===== src/logic/sfc_defines.svh =====
// constants for the spi flow-control unit
`ifndef SFC_DEFINES_SVH
`define SFC_DEFINES_SVH

`define SFC_CLK_PERIOD_NS 10
`define SFC_WORD_W 16
`define SFC_FIFO_DEPTH 8
`define SFC_FIFO_AW 3
`define SFC_PIN_W 6

// ready-input trigger modes
`define SFC_RDY_EDGE 2'h0
`define SFC_RDY_LEVEL 2'h1
`define SFC_RDY_IGNORE 2'h2

// slave fifo advance modes
`define SFC_ADV_BITCNT 1'h0
`define SFC_ADV_SSRISE 1'h1

// ready active to select low, least time
`define SFC_RDY_SS_MIN_NS 20
`define SFC_RDY_SS_CYC ((`SFC_RDY_SS_MIN_NS + `SFC_CLK_PERIOD_NS - 1) / `SFC_CLK_PERIOD_NS)
// bit clock no faster than 10 mhz
`define SFC_SCLK_MIN_PERIOD_NS 100
`define SFC_HALF_MIN_CYC ((`SFC_SCLK_MIN_PERIOD_NS / 2 + `SFC_CLK_PERIOD_NS - 1) / `SFC_CLK_PERIOD_NS)
`define SFC_HALF_MIN_TERM (`SFC_HALF_MIN_CYC - 1)
// select timing in half bit clocks
`define SFC_LEAD_HALF 6
`define SFC_TRAIL_HALF 4
`define SFC_GAP_HALF 2

`endif


===== src/logic/sfc_pkg.sv =====
// types for the spi flow-control unit
package sfc_pkg;

	// unit control register
	typedef struct packed {
		logic enable;
		logic master;
		logic cpol;
		logic cpha;
		logic [1:0] ready_mode;
		logic adv_mode;
		logic [3:0] bit_count;
		logic [7:0] clk_div;
	} sfc_ctrl_t;

	// sample period register
	typedef struct packed {
		logic ref_sel;
		logic [14:0] wait_count;
	} sfc_period_t;

	typedef struct packed {
		logic busy;
		logic tx_empty;
		logic tx_full;
		logic rx_empty;
		logic rx_full;
		logic rx_overrun;
	} sfc_status_t;

	typedef enum logic [2:0] {
		SFC_IDLE = 3'h0,
		SFC_RDY_WAIT = 3'h1,
		SFC_SS_LEAD = 3'h2,
		SFC_SHIFT = 3'h3,
		SFC_SS_TRAIL = 3'h4,
		SFC_SS_GAP = 3'h5
	} sfc_state_t;

endpackage : sfc_pkg


===== src/logic/sfc_unit.sv =====
// spi unit with fifos, master pacing by select and ready, slave by select input
//
// Notes on behaviour
// (RQ1) master paces fifo transfers with select output low and ready input low
// (RQ2) master may instead run at a fixed rate from the sample period setting
// (RQ3) slave: select input loads transmit bits and latches received bits
// (RQ4) slave: select input steps fifo pointers, one step per completed word
// (RQ5) slave phase, polarity and word length follow the control settings
// (RQ6) master ready trigger: edge, level, or ignored
// (RQ7) slave fifo advance: on bit count reached or on select rising edge
// (RQ8) select goes low no sooner than two clocks after ready active
// (RQ9) at least three bit clocks from select low to first shift edge
// (RQ10) select held low at least two bit clocks after last shift edge
// (RQ11) peer keeps ready until select has risen
// (RQ12) select high gap at least one bit clock plus the wait count; in reference clocks the unit waits for the later of the two
// (RQ13) wait count in bit clocks or in 32.768 khz reference clocks
// (RQ14) external master drives select low a clock before first edge
// (RQ15) external master holds each select pulse at least one clock
// (RQ16) clock limits refer to the unit's own peripheral clock
// (RQ17) after reset select high, fifos empty, no shift edges until enabled
`timescale 1ns/1ps
`default_nettype none
`include "sfc_defines.svh"

module sfc_unit (
	input wire logic clk_sys,
	input wire logic resetn,
	input wire sfc_pkg::sfc_ctrl_t ctrl,
	input wire sfc_pkg::sfc_period_t period,
	input wire logic overrun_clr,
	output sfc_pkg::sfc_status_t status,
	input wire logic tx_valid,
	output logic tx_ready,
	input wire logic [15:0] tx_data,
	output logic rx_valid,
	input wire logic rx_ready,
	output logic [15:0] rx_data,
	input wire logic sclk_in,
	output logic sclk_out,
	output logic sclk_oe,
	input wire logic mosi_in,
	output logic mosi_out,
	output logic mosi_oe,
	input wire logic miso_in,
	output logic miso_out,
	output logic miso_oe,
	input wire logic ss_in_n,
	output logic ss_out_n,
	output logic ss_oe,
	input wire logic spi_rdy_n,
	input wire logic ref_32k
);
	import sfc_pkg::*;

	sfc_state_t state;
	sfc_state_t next_state;
	logic [5:0] pin_m;
	logic [5:0] pin_s;
	logic [5:0] pin_d;
	logic [7:0] div;
	logic [16:0] cnt;
	logic [14:0] wcnt;
	logic [4:0] ecnt;
	logic rdy_seen;
	logic sclk_ph;
	logic sclk_q;
	logic ss_n;
	logic [15:0] tx_sh;
	logic [15:0] rx_sh;
	logic out_bit;
	logic reload;
	logic word_done;
	logic rx_ovr;
	logic tx_rd_valid;
	logic [15:0] tx_rd_data;
	logic rx_wr_ready;

	// synchronised pins read from the second stage, their edges from the second and third stages
	wire miso_s = pin_s[0];
	wire mosi_s = pin_s[1];
	wire ssn_s = pin_s[3];
	wire rdyn_s = pin_s[4];
	wire sclk_edge = pin_s[2] ^ pin_d[2];
	wire ss_fall = !ssn_s && pin_d[3];
	wire ss_rise = ssn_s && !pin_d[3];
	wire rdy_fall = !rdyn_s && pin_d[4];
	wire ref_rise = pin_s[5] && !pin_d[5];

	// mode decode
	wire en_m = ctrl.enable && ctrl.master;
	wire en_s = ctrl.enable && !ctrl.master;
	wire slave_act = en_s && !ssn_s;
	wire adv_bitcnt = ctrl.adv_mode == `SFC_ADV_BITCNT;
	wire in_run = state != SFC_IDLE && state != SFC_RDY_WAIT;

	// half bit clock tick, never faster than the 10 mhz limit
	wire [7:0] half_term = (ctrl.clk_div < 8'(`SFC_HALF_MIN_TERM)) ?
		8'(`SFC_HALF_MIN_TERM) : ctrl.clk_div;
	wire half_tick = in_run && div == half_term;

	// ready trigger qualification
	wire rdy_ok = (ctrl.ready_mode == `SFC_RDY_IGNORE) ||
		(ctrl.ready_mode == `SFC_RDY_LEVEL && !rdyn_s) ||
		(ctrl.ready_mode == `SFC_RDY_EDGE && rdy_seen); // [RQ6] [RQ1]
	wire go = state == SFC_RDY_WAIT && rdy_ok &&
		cnt >= 17'(`SFC_RDY_SS_CYC); // [RQ8] [RQ16]

	// gap end: one bit clock plus wait in bit clocks, or the later of one bit clock and the wait in reference clocks
	wire [16:0] gap_bits = 17'(`SFC_GAP_HALF) + {1'b0, period.wait_count, 1'b0};
	wire gap_done = cnt >= 17'(`SFC_GAP_HALF) && (period.ref_sel ?
		wcnt >= period.wait_count : cnt >= gap_bits); // [RQ12] [RQ13] [RQ2]

	// bit edges from own clock as master or from the pin as slave
	wire m_edge = state == SFC_SHIFT && half_tick;
	wire s_edge = slave_act && sclk_edge; // [RQ14]
	wire bit_edge = m_edge || s_edge;
	wire sample = bit_edge && (ecnt[0] == ctrl.cpha); // [RQ5]
	wire drive = bit_edge && (ecnt[0] != ctrl.cpha); // [RQ5]
	wire last_edge = ecnt == {ctrl.bit_count, 1'b1};
	wire s_word = s_edge && last_edge && adv_bitcnt; // [RQ7]
	wire s_rise_adv = en_s && ss_rise && !adv_bitcnt; // [RQ7] [RQ15]

	// shift register loading and fifo steps
	wire load = go || (en_s && ss_fall) || reload; // [RQ3]
	wire [15:0] tx_word = tx_rd_valid ? tx_rd_data : 16'h0000;
	wire [15:0] aligned = tx_word << (4'hf - ctrl.bit_count);
	wire tx_pop = go || s_word || s_rise_adv; // [RQ4]
	wire rx_push = word_done || s_rise_adv; // [RQ4]
	wire [15:0] rx_word = rx_sh & (16'hffff >> (4'hf - ctrl.bit_count));
	wire din = ctrl.master ? miso_s : mosi_s;

	// pad enables and levels
	assign sclk_oe = en_m;
	assign mosi_oe = en_m;
	assign ss_oe = en_m;
	assign miso_oe = slave_act;
	assign sclk_out = sclk_q;
	assign mosi_out = out_bit;
	assign miso_out = out_bit;
	assign ss_out_n = ss_n;

	sfc_fifo u_tx_fifo (
		.clk_sys(clk_sys),
		.resetn(resetn),
		.wr_valid(tx_valid),
		.wr_ready(tx_ready),
		.wr_data(tx_data),
		.rd_valid(tx_rd_valid),
		.rd_ready(tx_pop),
		.rd_data(tx_rd_data)
	);

	sfc_fifo u_rx_fifo (
		.clk_sys(clk_sys),
		.resetn(resetn),
		.wr_valid(rx_push),
		.wr_ready(rx_wr_ready),
		.wr_data(rx_word),
		.rd_valid(rx_valid),
		.rd_ready(rx_ready),
		.rd_data(rx_data)
	);

	// two-flop synchroniser plus edge history
	always_ff @(posedge clk_sys or negedge resetn) begin
		if (!resetn) begin
			pin_m <= 6'h3f;
			pin_s <= 6'h3f;
			pin_d <= 6'h3f;
		end else begin
			pin_m <= {ref_32k, spi_rdy_n, ss_in_n, sclk_in, mosi_in, miso_in};
			pin_s <= pin_m;
			pin_d <= pin_s;
		end
	end

	// master sequencing
	always_comb begin
		next_state = state;
		unique case (state)
			SFC_IDLE: if (en_m && tx_rd_valid) next_state = SFC_RDY_WAIT; // [RQ17]
			SFC_RDY_WAIT: begin
				if (!en_m) begin
					next_state = SFC_IDLE;
				end else if (go) begin
					next_state = SFC_SS_LEAD;
				end
			end
			SFC_SS_LEAD: begin
				if (half_tick && cnt == 17'(`SFC_LEAD_HALF - 1)) next_state = SFC_SHIFT; // [RQ9]
			end
			SFC_SHIFT: if (m_edge && last_edge) next_state = SFC_SS_TRAIL;
			SFC_SS_TRAIL: begin
				if (half_tick && cnt == 17'(`SFC_TRAIL_HALF - 1)) next_state = SFC_SS_GAP; // [RQ10]
			end
			SFC_SS_GAP: if (gap_done) next_state = SFC_IDLE; // [RQ12]
			default: next_state = SFC_IDLE;
		endcase
	end

	// state, select line and bit clock level
	always_ff @(posedge clk_sys or negedge resetn) begin
		if (!resetn) begin
			state <= SFC_IDLE;
			ss_n <= 1'b1;
			sclk_ph <= 1'b0;
			sclk_q <= 1'b0;
		end else begin
			state <= next_state;
			ss_n <= !(next_state == SFC_SS_LEAD || next_state == SFC_SHIFT ||
				next_state == SFC_SS_TRAIL); // [RQ1] [RQ17]
			sclk_ph <= in_run ? (sclk_ph ^ m_edge) : 1'b0;
			sclk_q <= ctrl.cpol ^ (in_run ? (sclk_ph ^ m_edge) : 1'b0);
		end
	end

	// divider, phase counter and reference clock counter
	always_ff @(posedge clk_sys or negedge resetn) begin
		if (!resetn) begin
			div <= 8'h00;
			cnt <= 17'h00000;
			wcnt <= 15'h0000;
		end else begin
			div <= (!in_run || half_tick) ? 8'h00 : div + 8'h01;
			if (next_state != state) begin
				cnt <= 17'h00000;
			end else if (state == SFC_RDY_WAIT) begin
				cnt <= rdy_ok ? cnt + 17'h00001 : 17'h00000; // [RQ8]
			end else begin
				cnt <= cnt + 17'(half_tick);
			end
			if (state != SFC_SS_GAP) begin
				wcnt <= 15'h0000;
			end else if (ref_rise && wcnt != 15'h7fff) begin
				wcnt <= wcnt + 15'h0001; // [RQ13]
			end
		end
	end

	// ready edge latch, a new edge wins over the consume
	always_ff @(posedge clk_sys or negedge resetn) begin
		if (!resetn) begin
			rdy_seen <= 1'b0;
		end else begin
			rdy_seen <= rdy_fall || (rdy_seen && !go); // [RQ6] [RQ11]
		end
	end

	// shift registers shared by master and slave
	always_ff @(posedge clk_sys or negedge resetn) begin
		if (!resetn) begin
			tx_sh <= 16'h0000;
			rx_sh <= 16'h0000;
			out_bit <= 1'b0;
			ecnt <= 5'h00;
			reload <= 1'b0;
			word_done <= 1'b0;
		end else begin
			reload <= s_word; // [RQ7]
			word_done <= (m_edge || s_word) && last_edge;
			if (load) begin
				tx_sh <= ctrl.cpha ? aligned : {aligned[14:0], 1'b0}; // [RQ3]
				out_bit <= ctrl.cpha ? 1'b0 : aligned[15];
				ecnt <= 5'h00;
			end else begin
				if (sample) rx_sh <= {rx_sh[14:0], din}; // [RQ3]
				if (drive) begin
					out_bit <= tx_sh[15];
					tx_sh <= {tx_sh[14:0], 1'b0};
				end
				if (bit_edge) ecnt <= s_word ? 5'h00 : ecnt + 5'h01;
			end
		end
	end

	// overrun flag and status, set wins over clear
	always_ff @(posedge clk_sys or negedge resetn) begin
		if (!resetn) begin
			rx_ovr <= 1'b0;
			status <= '{busy: 1'b0, tx_empty: 1'b1, tx_full: 1'b0,
				rx_empty: 1'b1, rx_full: 1'b0, rx_overrun: 1'b0}; // [RQ17]
		end else begin
			rx_ovr <= (rx_push && !rx_wr_ready) || (rx_ovr && !overrun_clr);
			status <= '{busy: in_run || slave_act, tx_empty: !tx_rd_valid,
				tx_full: !tx_ready, rx_empty: !rx_valid, rx_full: !rx_wr_ready,
				rx_overrun: rx_ovr};
		end
	end

endmodule : sfc_unit
`default_nettype wire


===== src/logic/sfc_fifo.sv =====
// word fifo held in flip-flops
`timescale 1ns/1ps
`default_nettype none
`include "sfc_defines.svh"

module sfc_fifo #(
	parameter int W = `SFC_WORD_W,
	parameter int D = `SFC_FIFO_DEPTH,
	parameter int AW = `SFC_FIFO_AW
) (
	input wire logic clk_sys,
	input wire logic resetn,
	input wire logic wr_valid,
	output logic wr_ready,
	input wire logic [W-1:0] wr_data,
	output logic rd_valid,
	input wire logic rd_ready,
	output logic [W-1:0] rd_data
);
	logic [W-1:0] mem [D];
	logic [AW-1:0] wp;
	logic [AW-1:0] rp;
	logic [AW:0] cnt;
	wire do_wr = wr_valid && wr_ready;
	wire do_rd = rd_valid && rd_ready;

	// honest full and empty from the fill count
	assign wr_ready = cnt != (AW+1)'(D);
	assign rd_valid = cnt != '0;
	assign rd_data = mem[rp];

	// pointers and count
	always_ff @(posedge clk_sys or negedge resetn) begin
		if (!resetn) begin
			wp <= '0;
			rp <= '0;
			cnt <= '0;
		end else begin
			wp <= wp + AW'(do_wr);
			rp <= rp + AW'(do_rd);
			cnt <= cnt + (AW+1)'(do_wr) - (AW+1)'(do_rd);
		end
	end

	// storage, no reset needed
	always_ff @(posedge clk_sys) begin
		if (do_wr) begin
			mem[wp] <= wr_data;
		end
	end

endmodule : sfc_fifo
`default_nettype wire


===== config.mk =====
export PLATFORM = sky130hd
export DESIGN_NAME = sfc_unit
export DESIGN_NICKNAME = d
export VERILOG_FILES = /design/src/logic/sfc_pkg.sv /design/src/logic/sfc_unit.sv /design/src/logic/sfc_fifo.sv
export VERILOG_INCLUDE_DIRS = /design/src /design/src/logic
export SDC_FILE = /design/constraint.sdc
export NUM_CORES = 1
export LEC_CHECK = 0
export BUFFER_PORTS_ARGS = -buffer_cell sky130_fd_sc_hd__buf_2
export CORE_UTILIZATION = 40
export CTS_CLUSTER_DIAMETER = 30
export CTS_CLUSTER_SIZE = 25
export DETAILED_ROUTE_END_ITERATION = 7
export GPL_ROUTABILITY_DRIVEN = 0
export GPL_TIMING_DRIVEN = 0
export PLACE_DENSITY_LB_ADDON = 0.12
export SLEW_MARGIN = 30
export SYNTH_ARGS = -nofsm -noshare
export SYNTH_HDL_FRONTEND = slang
export SYNTH_SLANG_ARGS = --single-unit
export TNS_END_PERCENT = 20

===== constraint.sdc =====
create_clock -name clk_sys -period 4.55 [get_ports clk_sys]
set_input_delay 0.2275 -clock clk_sys [delete_from_list [all_inputs] [get_ports clk_sys]]
set_output_delay 0.2275 -clock clk_sys [all_outputs]
set_load 0.005 [all_outputs]

== After elaboration in Yosys (flattened, before gate mapping) ==
Memory sizes are Yosys's and may differ from the RTL's.
Index checks and enable logic that the tools add are counted.

* Memories: 2
* Flip-flop bits (word level): 132
* Bits in writable memories: 256
* Output and inout port bits: 32

{| class="wikitable"
|+ Memory list
! name !! depth !! bits a word !! rd ports !! clocked after memory_dff !! wr ports !! line !! text
|-
| u_rx_fifo.mem || 8 || 16 || 1 || 0 || 1 || sfc_fifo.sv:20 || <nowiki>logic [W-1:0] mem [D];</nowiki>
|-
| u_tx_fifo.mem || 8 || 16 || 1 || 0 || 1 || sfc_fifo.sv:20 ||
|}

* $lt $le $gt $ge: 4
* Mux-type cells: 32
* Shift-type cells: 2
* Bitwise operators: 6
* Eq/ne operators: 22
* Reductions and logical operators: 73
* Add/sub/neg operators: 15

{| class="wikitable"
|+ Operators by type and width
! kind !! number
|-
| 16-bit 2-to-1 mux || 4
|-
| 17-bit 2-to-1 mux || 3
|-
| 1-bit logical AND || 36
|-
| 15-bit 2-to-1 mux || 2
|-
| 3-bit 2-to-1 mux || 7
|-
| 3-bit case mux with 6 select lines || 1
|-
| 17-bit by 1-bit adder with 17-bit output || 1
|-
| 17-bit by 1-bit adder with 17-bit output (second input constant) || 1
|-
| 2-bit by 16-bit adder with 17-bit output (first input constant) || 1
|-
| 17-bit by 2-bit == test with 1-bit output (second input constant) || 1
|-
| 17-bit by 3-bit == test with 1-bit output (second input constant) || 1
|-
| 17-bit greater-or-equal comparator || 1
|-
| 17-bit by 2-bit greater-or-equal comparator with 1-bit output (second input constant) || 1
|-
| 16-bit AND || 1
|-
| 8-bit 2-to-1 mux || 2
|-
| 16-bit by 4-bit left shift with 16-bit output || 1
|-
| 16-bit by 4-bit right shift with 16-bit output (first input constant) || 1
|-
| 15-bit by 1-bit adder with 15-bit output (second input constant) || 1
|-
| 15-bit greater-or-equal comparator || 1
|-
| 1-bit logical OR || 15
|-
| 5-bit 2-to-1 mux || 3
|-
| 15-bit inequality test (second input constant) || 1
|-
| 1-bit logical NOT || 13
|-
| 3-bit by 1-bit adder with 3-bit output || 4
|-
| 28 further kinds || 51
|}

== Depth between registers and ports, before layout ==
Gate-level depths: netlist of run 1.

* Depth in word-level cells: 13
* Gate-level depth with buffers: 15
* Gate-level depth less buffers: 14

== Cells and area by module ==
A second synthesis of run 1 with hierarchy kept.

* Cells, all modules: 1,271
* Area total of the unflattened synthesis: 18,485.2 sq um

{| class="wikitable"
|+ By module, submodules not included
! module !! cells each !! sequential area each (sq um) !! instances !! area each (sq um)
|-
| sfc_fifo || 239 || 4,093.9 || 2 || 5,482.8
|-
| sfc_unit || 793 || 2,776.4 || 1 || 7,519.7
|}

== Least setup slack after synthesis of run 1 ==
Ideal clock, no wire load.

* Kind: input to register
* From: input period[5] (netlist name)
* To: register cnt[10]
* Path slack: 1,294 ps
* Stages on the path: 15
* Data arrival time: 3,134 ps
* Setup time: 121 ps
* Buffers on the path: 1
* Data required time: 4,429 ps
* Cells stage by stage: inv_1 > nor4_1 > nand4_1 > nor2_1 > nand3_1 > xnor2_1 > ha_1 > a21o_1 > a21o_1 > a2111oi_0 > o211a_1 > a311oi_2 > o2111ai_4 > buf_6 > nor2_2

* Longest elaborated chain between the ends: 8
* Elaborated cells between the ends (all ways): 9
* Classes of those cells: add/sub: 1; order compare: 2; eq/ne: 1; mux: 4; reduce/logical: 1

{| class="wikitable"
|+ RTL lines
! element !! line !! text
|-
| start: declaration || sfc_unit.sv:29 || <nowiki>input wire sfc_pkg::sfc_period_t period,</nowiki>
|-
| 2-bit by 16-bit adder with 17-bit output || sfc_unit.sv:109 || <nowiki>wire [16:0] gap_bits = 17'(`SFC_GAP_HALF) + {1'b0, period.wait_count, 1'b0};</nowiki>
|-
| 17-bit greater-or-equal comparator || sfc_unit.sv:111 || <nowiki>wcnt >= period.wait_count : cnt >= gap_bits);</nowiki>
|-
| 1-bit 2-to-1 mux (*) || sfc_unit.sv:110 || <nowiki>wire gap_done = cnt >= 17'(`SFC_GAP_HALF) && (period.ref_sel ?</nowiki>
|-
| 1-bit logical AND (*) || sfc_unit.sv:110 ||
|-
| 3-bit 2-to-1 mux (*) || sfc_unit.sv:196 || <nowiki>SFC_SS_GAP: if (gap_done) next_state = SFC_IDLE;</nowiki>
|-
| 3-bit case mux with 6 select lines (*) || sfc_unit.sv:180 || <nowiki>unique case (state)</nowiki>
|-
| 3-bit inequality test (*) || sfc_unit.sv:225 || <nowiki>if (next_state != state) begin</nowiki>
|-
| 17-bit 2-to-1 mux (*) || sfc_unit.sv:225 ||
|-
| end signal: assignment || sfc_unit.sv:228 || <nowiki>cnt <= rdy_ok ? cnt + 17'h00001 : 17'h00000;</nowiki>
|-
| end signal: assignment || sfc_unit.sv:230 || <nowiki>cnt <= cnt + 17'(half_tick);</nowiki>
|-
| end: declaration || sfc_unit.sv:61 || <nowiki>logic [16:0] cnt;</nowiki>
|}

Mark *: on every way between the ends. The rest lies on a longest branch, timed or not.
A chain may end at the register's enable or synchronous reset.

== Worst setup path in the final report of run 1 ==
* From: register div[0]
* To: register cnt[12]

* Longest elaborated chain between the ends: 8
* Elaborated cells between the ends (all ways): 14
* Classes of those cells: add/sub: 1; eq/ne: 2; mux: 6; reduce/logical: 5

{| class="wikitable"
|+ RTL lines
! element !! line !! text
|-
| start: declaration || sfc_unit.sv:60 || <nowiki>logic [7:0] div;</nowiki>
|-
| start signal: assignment || sfc_unit.sv:224 || <nowiki>div <= (!in_run || half_tick) ? 8'h00 : div + 8'h01;</nowiki>
|-
| 8-bit == test (*) || sfc_unit.sv:99 || <nowiki>wire half_tick = in_run && div == half_term;</nowiki>
|-
| 1-bit logical AND (*) || sfc_unit.sv:99 ||
|-
| parallel branches: the longest is 5 deep, another holds 17-bit by 1-bit adder with 17-bit output || n/a ||
|-
| 17-bit 2-to-1 mux (*) || sfc_unit.sv:225 ||
|}

Every way passes the cells marked *.

==> metrics.json, run 1 <==
{
  "internal-power_w": 0.01021,
  "numPortBuffers": 93,
  "cts-root-buf": "sky130_fd_sc_hd__clkbuf_16",
  "core_region_area_um2": 44320,
  "layout_common_cells": "sky130_fd_sc_hd__edfxtp_1, sky130_fd_sc_hd__dfrtp_1, sky130_fd_sc_hd__buf_2",
  "avgSynthCellArea_um2": 13.66,
  "least_setup_slack_across_all_paths_after_layout_ns": 0.7397,
  "finalCriticalPeriod_ns": 3.810,
  "chipWidth_um": 214.2,
  "post_synthesis_instance_total": 1319,
  "cts-buffers-inserted": 89,
  "std_cell_rows": 77,
  "slew_headroom_pct": 41.43,
  "dr.pass1.iters": 5,
  "design_area_um2": 22960,
  "worst_setup_path_start_kind": "flip-flop",
  "max_cap_viol_count": 0,
  "net-switching-power_w": 0.003990,
  "finalSetupViolations": 0,
  "final_antenna_violating_net_count": 0,
  "vias_per_cell": 5.295,
  "finalClockSkew_ns": 0.02574,
  "postCtsResizedCells": 0,
  "yosysTopAreaCellShare_pct": 42.67,
  "yosys_warnings": 0,
  "drtIter0Drc": 612,
  "switching_share_pct": 28.10,
  "io_pins": 94,
  "pwr_density_cell_nw_per_um2": 618.5,
  "first_global_vias": 12330,
  "layoutNonFillerInstCount": 2213,
  "clock_latency_ns": 0.62,
  "global_route.usage.total_pct": 19.09,
  "ir_worst_vdd_mv": 0.4459,
  "clock-sinks": 386,
  "netlist.top_cell.by_area": "sky130_fd_sc_hd__edfxtp_1",
  "synth_area_um2": 18020,
  "dp_worst_setup_slack_ns": 0.5926,
  "worst_hold_path_type": "in2reg",
  "smallest_hold_slack_ns": 0.04024,
  "crit_path_end_kind": "flip-flop",
  "synthArstFlopShare_pct": 33.68,
  "global_route_wire_length_before_repair_um": 68540,
  "dieHeight_um": 214.2,
  "dpl.cell_count": 2016,
  "ctsLongestPathBuffers": 3,
  "detail_route.wl_per_cell_um": 19.34,
  "effective_utilization_at_floorplan_pct": 40.65,
  "power.clock.fraction_pct": 46.9,
  "clock.fmax_mhz": 262.4,
  "grt_overflow_total": 0,
  "tritoncts": "done",
  "rsz_0062_raised_after_global_routing": "no",
  "grt_max_degree": 69,
  "design.die.area_um2": 45900,
  "postSynthNetCount": 1443,
  "worstPathArrival_ns": 4.33,
  "total_leakage_power_nw": 9.117,
  "synthFlopType": "sky130_fd_sc_hd__edfxtp_1",
  "placed_cell_area_um2": 19500,
  "antenna_violations_before_repair": 3,
  "global_route.usage.met2_pct": 31.00,
  "final_nets": 1665,
  "worstMarginPinSlew_ns": 0.8785,
  "min_period_over_period_pct": 83.74,
  "final_max_slew_viol_count": 0,
  "num_vias": 11717,
  "fillers": 3802,
  "crit_type": "reg2reg",
  "flop_pwr_share_pct": 31.4,
  "yosys-top-cells-area": "sky130_fd_sc_hd__edfxtp_1, sky130_fd_sc_hd__dfrtp_1, sky130_fd_sc_hd__mux4_2",
  "wirelength_um": 42800,
  "timing_hold_violations_final": 0,
  "cts.reportedPaths.clkPinSlew_ns": 0.04,
  "number_of_h_tree_branching_levels": 3,
  "dp_hpwl_um": 29460,
  "grt_util_met3_pct": 4.071,
  "globalRoute.busiestLayer": "met2",
  "drt_drc_violations_left": 0,
  "critical_path_peak_fanout": 8,
  "synth-edff-count": 256,
  "share_of_layout_cells_above_drive_strength_1_pct": 26.08,
  "status": "finished clean",
  "synth.yosys.seq_area_share_pct": 60.85,
  "areaGrowthSynthToFinish_pct": 27.44,
  "totalPowerFinal_w": 0.01420,
  "grt_util_met1_pct": 24.90,
  "critical_path_required_ns": 5.07,
  "synth_cell_types": 79,
  "combinational_share_of_power_pct": 21.7,
  "final_common_cell": "sky130_fd_sc_hd__edfxtp_1",
  "synth-seq-cells": 386
}
## critical path, cell delays in order (launching register included)
cell and delay, ns:
sky130_fd_sc_hd__dfrtp_1 0.46, sky130_fd_sc_hd__nor4bb_1 0.29, sky130_fd_sc_hd__a31oi_1 0.07, sky130_fd_sc_hd__o32a_1 0.25
sky130_fd_sc_hd__or4_1 0.54, sky130_fd_sc_hd__clkbuf_1 0.18, sky130_fd_sc_hd__nor2_1 0.12, sky130_fd_sc_hd__ha_1 0.20
sky130_fd_sc_hd__ha_1 0.22, sky130_fd_sc_hd__nand3_1 0.20, sky130_fd_sc_hd__nor3_1 0.35, sky130_fd_sc_hd__a21oi_1 0.07
sky130_fd_sc_hd__or4b_2 0.64, sky130_fd_sc_hd__a21oi_1 0.15
## state kept, by name (all words and copies together) (netlist names), 3 cells and up
name           flops
state              3
cnt               17
u_rx_fifo.cnt      4
u_tx_fifo.rp       3
status             6
u_tx_fifo.mem    128
u_rx_fifo.wp       3
pin_m              6
rx_sh             16
pin_s              6
u_rx_fifo.rp       3
pin_d              4
tx_sh             16
u_tx_fifo.cnt      4
div                8
ecnt               5
u_rx_fifo.mem    128
wcnt              15
u_tx_fifo.wp       3
## worst paths after layout
kind	start	to	slack [ns]	cells past startpoint
worst min register to register	pin_m[5]$_DFF_PN1_	pin_s[5]$_DFF_PN1_	0.35	0
worst max register to register	div[0]$_DFF_PN0_	cnt[12]$_DFF_PN0_	0.74	13
worst min-delay path	rx_ready	u_rx_fifo.rp[0]$_DFF_PN0_	0.04	3
max in group asynchronous	resetn	status[4]$_DFF_PN1_	3.64	3
min in group asynchronous	resetn	status[0]$_DFF_PN0_	0.17	2
worst max-delay path	div[0]$_DFF_PN0_	cnt[12]$_DFF_PN0_	0.74	13
## power groups by stage
| stage | clock network [W] | logic (W) | registers, W |
|---|---|---|---|
| 5_1_grt | 0.00697 | 0.00340 | 0.00451 |
| 3_3_place_gp | 0 | 0.00296 | 0.00451 |
| 3_5_place_dp | 0 | 0.00309 | 0.00452 |
| 2_1_floorplan | 0 | 0.00211 | 0.00444 |
| 4_1_cts | 0.00677 | 0.00313 | 0.00447 |
| 6_report | 0.00666 | 0.00308 | 0.00447 |
## cell families (layout without fill, tap and decap cells)
group / after synthesis / after routing / share of synthesized area (%)
and+or+nand+nor: 360 / 360 / 9.917
muxes: 139 / 139 / 11.83
buffers and inverters: 109 / 408 / 2.722
adders and majority gates: 62 / 62 / 4.389
DFF: 386 / 386 / 60.85
xor gates and xnor gates: 53 / 53 / 2.576
other: 0 / 3 / 0
AOI/OAI and AO/OA: 210 / 210 / 7.708
## timing repair
item | 4_1_cts | 5_1_grt
hold endpoints to repair | 199 | 0
setup buffers | 0 | 0
hold buffers | 26 | 0
## metal layers
metal  vias up  part of all wire, %
met5         -                    0
met4         0                  2.9
li1       5505                    -
met1      5842                   45
met2       284                   48
met3        86                  4.4
## synthesized netlist by cell type (8+ instances only)
master,count
sky130_fd_sc_hd__dfrtp_1,111
sky130_fd_sc_hd__nand2b_1,10
sky130_fd_sc_hd__mux2i_1,42
sky130_fd_sc_hd__nand2_1,75
sky130_fd_sc_hd__edfxtp_1,256
sky130_fd_sc_hd__nor3_1,23
sky130_fd_sc_hd__nor2_2,10
sky130_fd_sc_hd__xnor2_1,30
sky130_fd_sc_hd__a21o_1,9
sky130_fd_sc_hd__nand4_1,24
sky130_fd_sc_hd__ha_1,60
sky130_fd_sc_hd__mux2_2,41
sky130_fd_sc_hd__dfstp_2,19
sky130_fd_sc_hd__buf_6,8
sky130_fd_sc_hd__o21ai_0,40
sky130_fd_sc_hd__clkbuf_1,27
sky130_fd_sc_hd__and2_1,8
sky130_fd_sc_hd__buf_1,8
sky130_fd_sc_hd__inv_1,54
sky130_fd_sc_hd__and3_1,16
sky130_fd_sc_hd__a221oi_1,8
sky130_fd_sc_hd__xor2_1,23
sky130_fd_sc_hd__nor2_1,101
sky130_fd_sc_hd__mux4_2,55
sky130_fd_sc_hd__o22ai_1,23
sky130_fd_sc_hd__nand3_1,46
sky130_fd_sc_hd__nor2b_1,14
sky130_fd_sc_hd__a21oi_1,63
## through the flow
stage	TNS, ns	utilization (%)
after CTS	0	51.76
after global placement	-1.178	43.38
after global routing	0	51.81
final	0	51.81
after floorplan	0	-
after detailed placement	0	44.01
## layout make-up
| cell class | instances | area, um2 | area share, % |
|---|---|---|---|
| Clock buffer | 108 | 2328 | 10.14 |
| Antenna cell | 3 | 7.507 | 0.03270 |
| Multi-Input combinational cell | 824 | 6684 | 29.11 |
| Buffer | 52 | 280.3 | 1.221 |
| Clock inverter | 60 | 848.3 | 3.695 |
| Inverter | 57 | 214.0 | 0.9318 |
| Timing Repair Buffer | 131 | 893.4 | 3.891 |
| Tap cell | 592 | 740.7 | 3.226 |
| Sequential cell | 386 | 10960 | 47.75 |
No activity file was read; power rests on OpenSTA's default activity.
==> inputs of run 2 (changes only) <==
- ABC_AREA: not set -> 1
- clock period: 4.55 -> 3.15 ns (I/O delays scaled with it)
==> run 2 against run 1 <==
  * The flow now finishes with violations (design-rule violations)
  * Sequential power rose by 47%
  * Final area up 4.6%
  * Clock power increased by 45%
  * Setup slack worse by 0.54 ns
  * Synthesized cell count is 54% higher
  * Register-to-register slack got worse by 0.54 ns
  * Die area increased by 5.0%
  * Final cell count rose by 33%
  * Critical endpoint is now u_tx_fifo.cnt[2]$_DFF_PN0_
  * Highest routed layer is now met5
==> metrics.json, run 2 <==
{
  "detail_route.wl_per_cell_um": 17.10,
  "synth_cell_types": 52,
  "clock.fmax_mhz": 339.5,
  "core_region_area_um2": 46650,
  "dp_worst_setup_slack_ns": -0.1362,
  "synth-edff-count": 256,
  "synth-seq-cells": 386,
  "post_synth_mux_area_share_pct": 0,
  "grt_util_met1_pct": 28.40,
  "globalRoute.busiestLayer": "met2",
  "dr.pass1.iters": 7,
  "grt_overflow_total": 0,
  "synthMostInstantiatedCell": "sky130_fd_sc_hd__nand2_1",
  "dp_hpwl_um": 34750,
  "grt_util_met3_pct": 4.513,
  "least_setup_slack_across_all_paths_after_layout_ns": 0.2041,
  "post_synth_xor_area_fraction_pct": 1.805,
  "clock_latency_ns": 0.63,
  "worst_hold_path_type": "in2async",
  "grt_max_degree": 78,
  "status": "finished with violations",
  "yosys-top-cells-area": "sky130_fd_sc_hd__edfxtp_1, sky130_fd_sc_hd__dfrtp_1, sky130_fd_sc_hd__nand2_1",
  "first_global_vias": 14281,
  "violations": "design-rule violations",
  "rsz_0062_raised_after_global_routing": "no",
  "crit_path_end_kind": "flip-flop",
  "postSynthNetCount": 2151,
  "drt_drc_violations_left": 20,
  "design.die.area_um2": 48180,
  "wirelength_um": 50370,
  "final_nets": 2378,
  "cts-root-buf": "sky130_fd_sc_hd__clkbuf_16",
  "netlist.top_cell.by_area": "sky130_fd_sc_hd__edfxtp_1",
  "finalCriticalPeriod_ns": 2.946,
  "timing_hold_violations_final": 0,
  "synth_adder_area_share_pct": 4.179,
  "finalClockSkew_ns": 0.03639,
  "ctsLongestPathBuffers": 3,
  "yosys_warnings": 0,
  "critical_path_peak_fanout": 5,
  "max_cap_viol_count": 0,
  "global_route.usage.met2_pct": 34.04,
  "timing.setup.tns_ns": 0,
  "pwr_density_cell_nw_per_um2": 916.0,
  "dpl.cell_count": 2736,
  "synthArstFlopShare_pct": 33.68,
  "layoutNonFillerInstCount": 2945,
  "ir_worst_vdd_mv": 0.5933,
  "synth_simple_gate_area_share_pct": 21.91,
  "avgSynthCellArea_um2": 9.336,
  "post-cts-setup-buffers": 0,
  "yosys-top-cells-count": "sky130_fd_sc_hd__nand2_1, sky130_fd_sc_hd__nor2_1, sky130_fd_sc_hd__edfxtp_1, sky130_fd_sc_hd__inv_1, sky130_fd_sc_hd__nand3_1",
  "min_period_over_period_pct": 93.52,
  "finalSetupViolations": 0,
  "drtIter0Drc": 1085,
  "worst_setup_path_start_kind": "flip-flop",
  "synth_compound_area_share_pct": 7.326,
  "synth_area_um2": 18920,
  "share_of_layout_cells_above_drive_strength_1_pct": 15.49,
  "synth.yosys.seq_area_share_pct": 57.94,
  "crit_type": "reg2reg",
  "global_route_wire_length_before_repair_um": 78430,
  "areaGrowthSynthToFinish_pct": 26.90,
  "worstPathArrival_ns": 3.43,
  "layout_top_registers": "u_rx_fifo.mem (128), u_tx_fifo.mem (128), cnt (17)",
  "clock-sinks": 386,
  "rr_startpoint": "cnt[4]$_DFF_PN0_",
  "final_max_slew_viol_count": 0,
  "critical_path_required_ns": 3.63,
  "number_of_h_tree_branching_levels": 3,
  "global_route.usage.total_pct": 21.34,
  "yosysTopAreaCellShare_pct": 40.62,
  "tritoncts": "done",
  "final_antenna_violating_net_count": 0,
  "post_synthesis_instance_total": 2027,
  "antenna_violations_before_repair": 4,
  "cts-buffers-inserted": 95,
  "timing.critical_path.from": "cnt[4]$_DFF_PN0_",
  "layout_common_cells": "sky130_fd_sc_hd__nand2_1, sky130_fd_sc_hd__nor2_1, sky130_fd_sc_hd__edfxtp_1",
  "chipWidth_um": 219.5,
  "slew_headroom_pct": 39.75,
  "num_vias": 14831,
  "io_pins": 94,
  "vias_per_cell": 5.036,
  "cts.reportedPaths.clkPinSlew_ns": 0.04,
  "effective_utilization_at_floorplan_pct": 40.56,
  "final_common_cell": "sky130_fd_sc_hd__nand2_1",
  "fillers": 4317,
  "total_leakage_power_nw": 10.22,
  "worstMarginPinSlew_ns": 0.8969,
  "std_cell_rows": 79,
  "numPortBuffers": 90,
  "synth_top_family_by_area": "simple AND/OR/NAND/NOR gates",
  "dieHeight_um": 219.5,
  "synthFlopType": "sky130_fd_sc_hd__edfxtp_1"
}
==> run 2: where the power goes <==
group / total, W / leakage [nW] / switching, W / internal, W
registers: 0.00657 / 3.98 / 0.000329 / 0.00624
logic: 0.00577 / 4.67 / 0.00397 / 0.00180
clock network: 0.00966 / 1.57 / 0.00301 / 0.00665
==> run 2: cell type report <==
class                      count  area, um2  share of cell area, %
antenna                        1      2.502                0.01042
buffer                        74      326.6                  1.360
clock buffer                 123       2584                  10.76
clock inverter                57      636.9                  2.652
inverter                     256      963.4                  4.012
multi-input combinational   1310       6798                  28.31
sequential                   386      10970                  45.66
tap                          607      759.5                  3.163
timing repair buffer         131      978.4                  4.074
==> run 2: cells by family (layout without fill, tap and decap cells) <==
logic type	Yosys count	count (layout)
AND/OR/NAND/NOR	956	956
flip-flops	386	386
buffers and inverters	331	641
AO/OA/AOI/OAI	253	253
adder cells (fa/ha/maj)	62	62
XOR/XNOR	39	39
other	0	1
==> run 2: routing by layer <==
metal,share of wire [%],up-vias,wire [um]
met5,0.064,-,32
met4,2.5,6,1248
met3,5.3,93,2646
met2,47,360,23670
met1,45,7073,22780
li1,-,7299,-
==> run 2: worst paths after layout <==
check / end / slack, ns / depth (start not counted)
hold / removal: div[7]$_DFF_PN0_ / 0.06 / 2
setup / recovery: u_tx_fifo.cnt[2]$_DFF_PN0_ / 0.20 / 14
max in group asynchronous: pin_m[4]$_DFF_PN1_ / 2.28 / 3
min in group clk_sys: u_rx_fifo.rp[0]$_DFF_PN0_ / 0.06 / 4
hold reg to reg: pin_s[3]$_DFF_PN1_ / 0.35 / 0
setup reg to reg: u_tx_fifo.cnt[2]$_DFF_PN0_ / 0.20 / 14
==> run 2: worst max-delay path, stage by stage (launching register included) <==
cell	delay, ns
sky130_fd_sc_hd__dfrtp_1	0.45
sky130_fd_sc_hd__inv_1	0.19
sky130_fd_sc_hd__nand2_1	0.09
sky130_fd_sc_hd__nor3_2	0.22
sky130_fd_sc_hd__nand2_1	0.17
sky130_fd_sc_hd__nand2_2	0.15
sky130_fd_sc_hd__inv_1	0.07
sky130_fd_sc_hd__o31ai_2	0.27
sky130_fd_sc_hd__inv_2	0.13
sky130_fd_sc_hd__ha_1	0.29
sky130_fd_sc_hd__inv_1	0.06
sky130_fd_sc_hd__ha_1	0.16
sky130_fd_sc_hd__inv_1	0.06
sky130_fd_sc_hd__fa_1	0.38
sky130_fd_sc_hd__xnor2_1	0.14
==> run 2: through the flow <==
step / hold slack [ns] / total power (W) / instance area, um2 / utilization [%]
5_1_grt: 0.06859 / 0.02322 / 24010 / 51.47
3_5_place_dp: 0.1185 / 0.01240 / 20470 / 43.87
4_1_cts: 0.03321 / 0.02220 / 23980 / 51.41
6_report: 0.05664 / 0.02200 / 24010 / 51.47
2_1_floorplan: -0.1381 / 0.01021 / 18920 / -
3_3_place_gp: 0.2633 / 0.01219 / 20130 / 43.15
==> run 2: what timing repair did <==
action                     in CTS  in global routing
hold buffers                   29                  0
hold endpoints to repair      265                  0
resized for setup               2                  7
setup endpoints to repair       2                  5
==> inputs of run 3 (changes only) <==
--- a/config.mk
+++ b/config.mk
@@ -10,3 +10,3 @@
 export BUFFER_PORTS_ARGS = -buffer_cell sky130_fd_sc_hd__buf_2
-export CORE_UTILIZATION = 40
+export CORE_UTILIZATION = 56
 export CTS_CLUSTER_DIAMETER = 30
--- a/constraint.sdc
+++ b/constraint.sdc
@@ -3,2 +3,2 @@
 set_output_delay 0.1575 -clock clk_sys [all_outputs]
-set_load 0.005 [all_outputs]
+set_load 0.01 [all_outputs]
==> run 3 against run 2 <==
  * Non-clock buffer count shrank 3
  * Critical endpoint is now rx_data[14]
  * Utilization grew 19 points
  * Combinational power is essentially flat
  * Routed wire length shrank 5.6%
  * First-iteration DRC count grew 18%
  * Setup slack gained 0.045 ns
  * The run now ends clean
==> metrics.json, run 3 (same netlist as run 2, synthesis figures left out) <==
{
  "final_nets": 2357,
  "wirelength_um": 47570,
  "chipWidth_um": 185.8,
  "status": "finished clean",
  "critPathTopFamily": "buffers and inverters",
  "worstPathArrival_ns": 2.74,
  "timing.critical_path.cells": "clkbuf_1 > clkbuf_1 > o21ai_0 > o22ai_1 > nor2_1 > a31oi_1 > buf_2",
  "grt_overflow_total": 0,
  "layout_top_registers": "u_rx_fifo.mem (128), u_tx_fifo.mem (128), cnt (17)",
  "worstMarginPinSlew_ns": 0.9063,
  "crit_type": "reg2out",
  "first_global_vias": 14802,
  "detail_route.wl_per_cell_um": 17.36,
  "finalCriticalPeriod_ns": 2.901,
  "slowest_stage_delay_on_critical_path_ns": 0.50,
  "clock.fmax_mhz": 344.8,
  "crit_path_end_kind": "output port",
  "num_vias": 14981,
  "ctsLongestPathBuffers": 3,
  "std_cell_rows": 66,
  "number_of_h_tree_branching_levels": 3,
  "dp_hpwl_um": 32100,
  "layout.area.seq_um2": 10970,
  "reg2reg_setup_slack_ns": 0.28,
  "layout_common_cells": "sky130_fd_sc_hd__nand2_1, sky130_fd_sc_hd__nor2_1, sky130_fd_sc_hd__edfxtp_1",
  "cts.reportedPaths.clkPinSlew_ns": 0.05,
  "grt_max_degree": 86,
  "timing.setup.tns_ns": 0,
  "layoutNonFillerInstCount": 2741,
  "cts-buffers-inserted": 77,
  "numPortBuffers": 90,
  "drt_drc_violations_left": 0,
  "timing.critical_path.slowest_stage_cell": "sky130_fd_sc_hd__clkbuf_1",
  "global_route.usage.total_pct": 28.62,
  "tritoncts": "done",
  "clock_latency_ns": 0.60,
  "critical_path.n_buffers_inverters": 3,
  "cts-root-buf": "sky130_fd_sc_hd__clkbuf_16",
  "vias_per_cell": 5.466,
  "area_taken_by_multi_input_logic_gates_um2": 6773,
  "slew_headroom_pct": 39.12,
  "max_cap_viol_count": 0,
  "critical_path_required_ns": 2.99,
  "dieHeight_um": 185.8,
  "antenna_violations_before_repair": 4,
  "pwr_density_cell_nw_per_um2": 890.0,
  "clock-sinks": 386,
  "min_period_over_period_pct": 92.08,
  "finalClockSkew_ns": 0.02210,
  "timing_hold_violations_final": 0,
  "design.die.area_um2": 34530,
  "dr.pass1.iters": 6,
  "fillers": 2460,
  "global_route_wire_length_before_repair_um": 75200,
  "rsz_0062_raised_after_global_routing": "no",
  "drtIter0Drc": 1284,
  "critical_path_peak_fanout": 10,
  "dpl.cell_count": 2566,
  "worst_hold_path_type": "in2reg",
  "ir_worst_vdd_mv": 0.8478,
  "worst_setup_path_start_kind": "flip-flop",
  "cp_common_cell": "sky130_fd_sc_hd__clkbuf_1",
  "final_common_cell": "sky130_fd_sc_hd__nand2_1",
  "final_antenna_violating_net_count": 0,
  "io_pins": 94,
  "share_of_layout_cells_above_drive_strength_1_pct": 14.67,
  "final_max_slew_viol_count": 0,
  "total_leakage_power_nw": 9.894,
  "finalSetupViolations": 0,
  "effective_utilization_at_floorplan_pct": 57.58,
  "areaGrowthSynthToFinish_pct": 22.37,
  "core_region_area_um2": 32870
}
-- run 3: cell count changes in the layout (fill, tap and decap cells not counted), sizes merged --
cell	change
clkbuf	-33
clkinvlp	+5
clkinv	-4
bufinv	-2
buf	-3
inv	-3
diode	+1
-- run 3: path summary, 6_finish.rpt --
check / startpoint / end / depth (start not counted)
setup / recovery: u_rx_fifo.rp[0]$_DFF_PN0_ / rx_data[14] / 7
min in group asynchronous: resetn / rx_ovr$_DFF_PN0_ / 2
max in group asynchronous: resetn / pin_s[4]$_DFF_PN1_ / 3
hold reg to reg: pin_m[3]$_DFF_PN1_ / pin_s[3]$_DFF_PN1_ / 0
setup reg to reg: ecnt[2]$_DFFE_PN0P_ / u_tx_fifo.cnt[2]$_DFF_PN0_ / 15
hold / removal: ctrl[17] / rx_sh[0]$_DFFE_PN0P_ / 3
-- run 3: cell type report --
type	count	area share, %
well taps	442	2.388
plain buffers	74	1.410
inverters	256	4.161
flip-flops and latches	386	47.35
multi-input cells	1310	29.25
clock inverters	53	2.934
repair buffers	128	3.734
diodes	2	0.02161
clock buffers	90	8.748
-- run 3: tightest hold or removal path: cells and delay by family --
family | cells | cell delay (ns)
AO/OA/AOI/OAI | 2 | 0.29
buffers and inverters | 1 | 0.12
-- run 3: stage by stage --
stage	setup slack (ns)	instance area (um2)	utilization [%]	hold WS, ns	power [W]
floorplan	0.5983	18920	-	-0.1381	0.01030
global placement	0.01536	19930	60.63	0.2639	0.01202
detailed placement	0.05977	20120	61.22	0.09641	0.01225
CTS	0.1457	23120	70.33	0.02336	0.02064
global route	0.003014	23150	70.45	0.02290	0.02165
finish	0.2494	23160	70.45	0.03326	0.02061
-- run 3: report_power, final --
part | internal, W | switching, W | leakage [nW] | total [W]
combinational | 0.00176 | 0.00399 | 4.63 | 0.00575
sequential | 0.00623 | 0.000336 | 3.98 | 0.00657
clock | 0.00544 | 0.00286 | 1.28 | 0.00829
total | 0.0134 | 0.00718 | 9.89 | 0.0206
-- run 3: what timing repair did --
action | CTS | global route
hold buffers | 29 | 0
setup buffers | 0 | 2
endpoints found under the hold margin | 260 | 0
endpoints found under the setup margin | 0 | 2
resized for setup | 0 | 4
-- run 3: layer usage --
layer,vias up,global-route usage [%],share of wire (%)
met1,7032,35.91,41
met2,565,47.60,48
met5,-,0,0.053
met3,122,6.046,7.5
li1,7258,-,-
met4,4,12.98,3.4
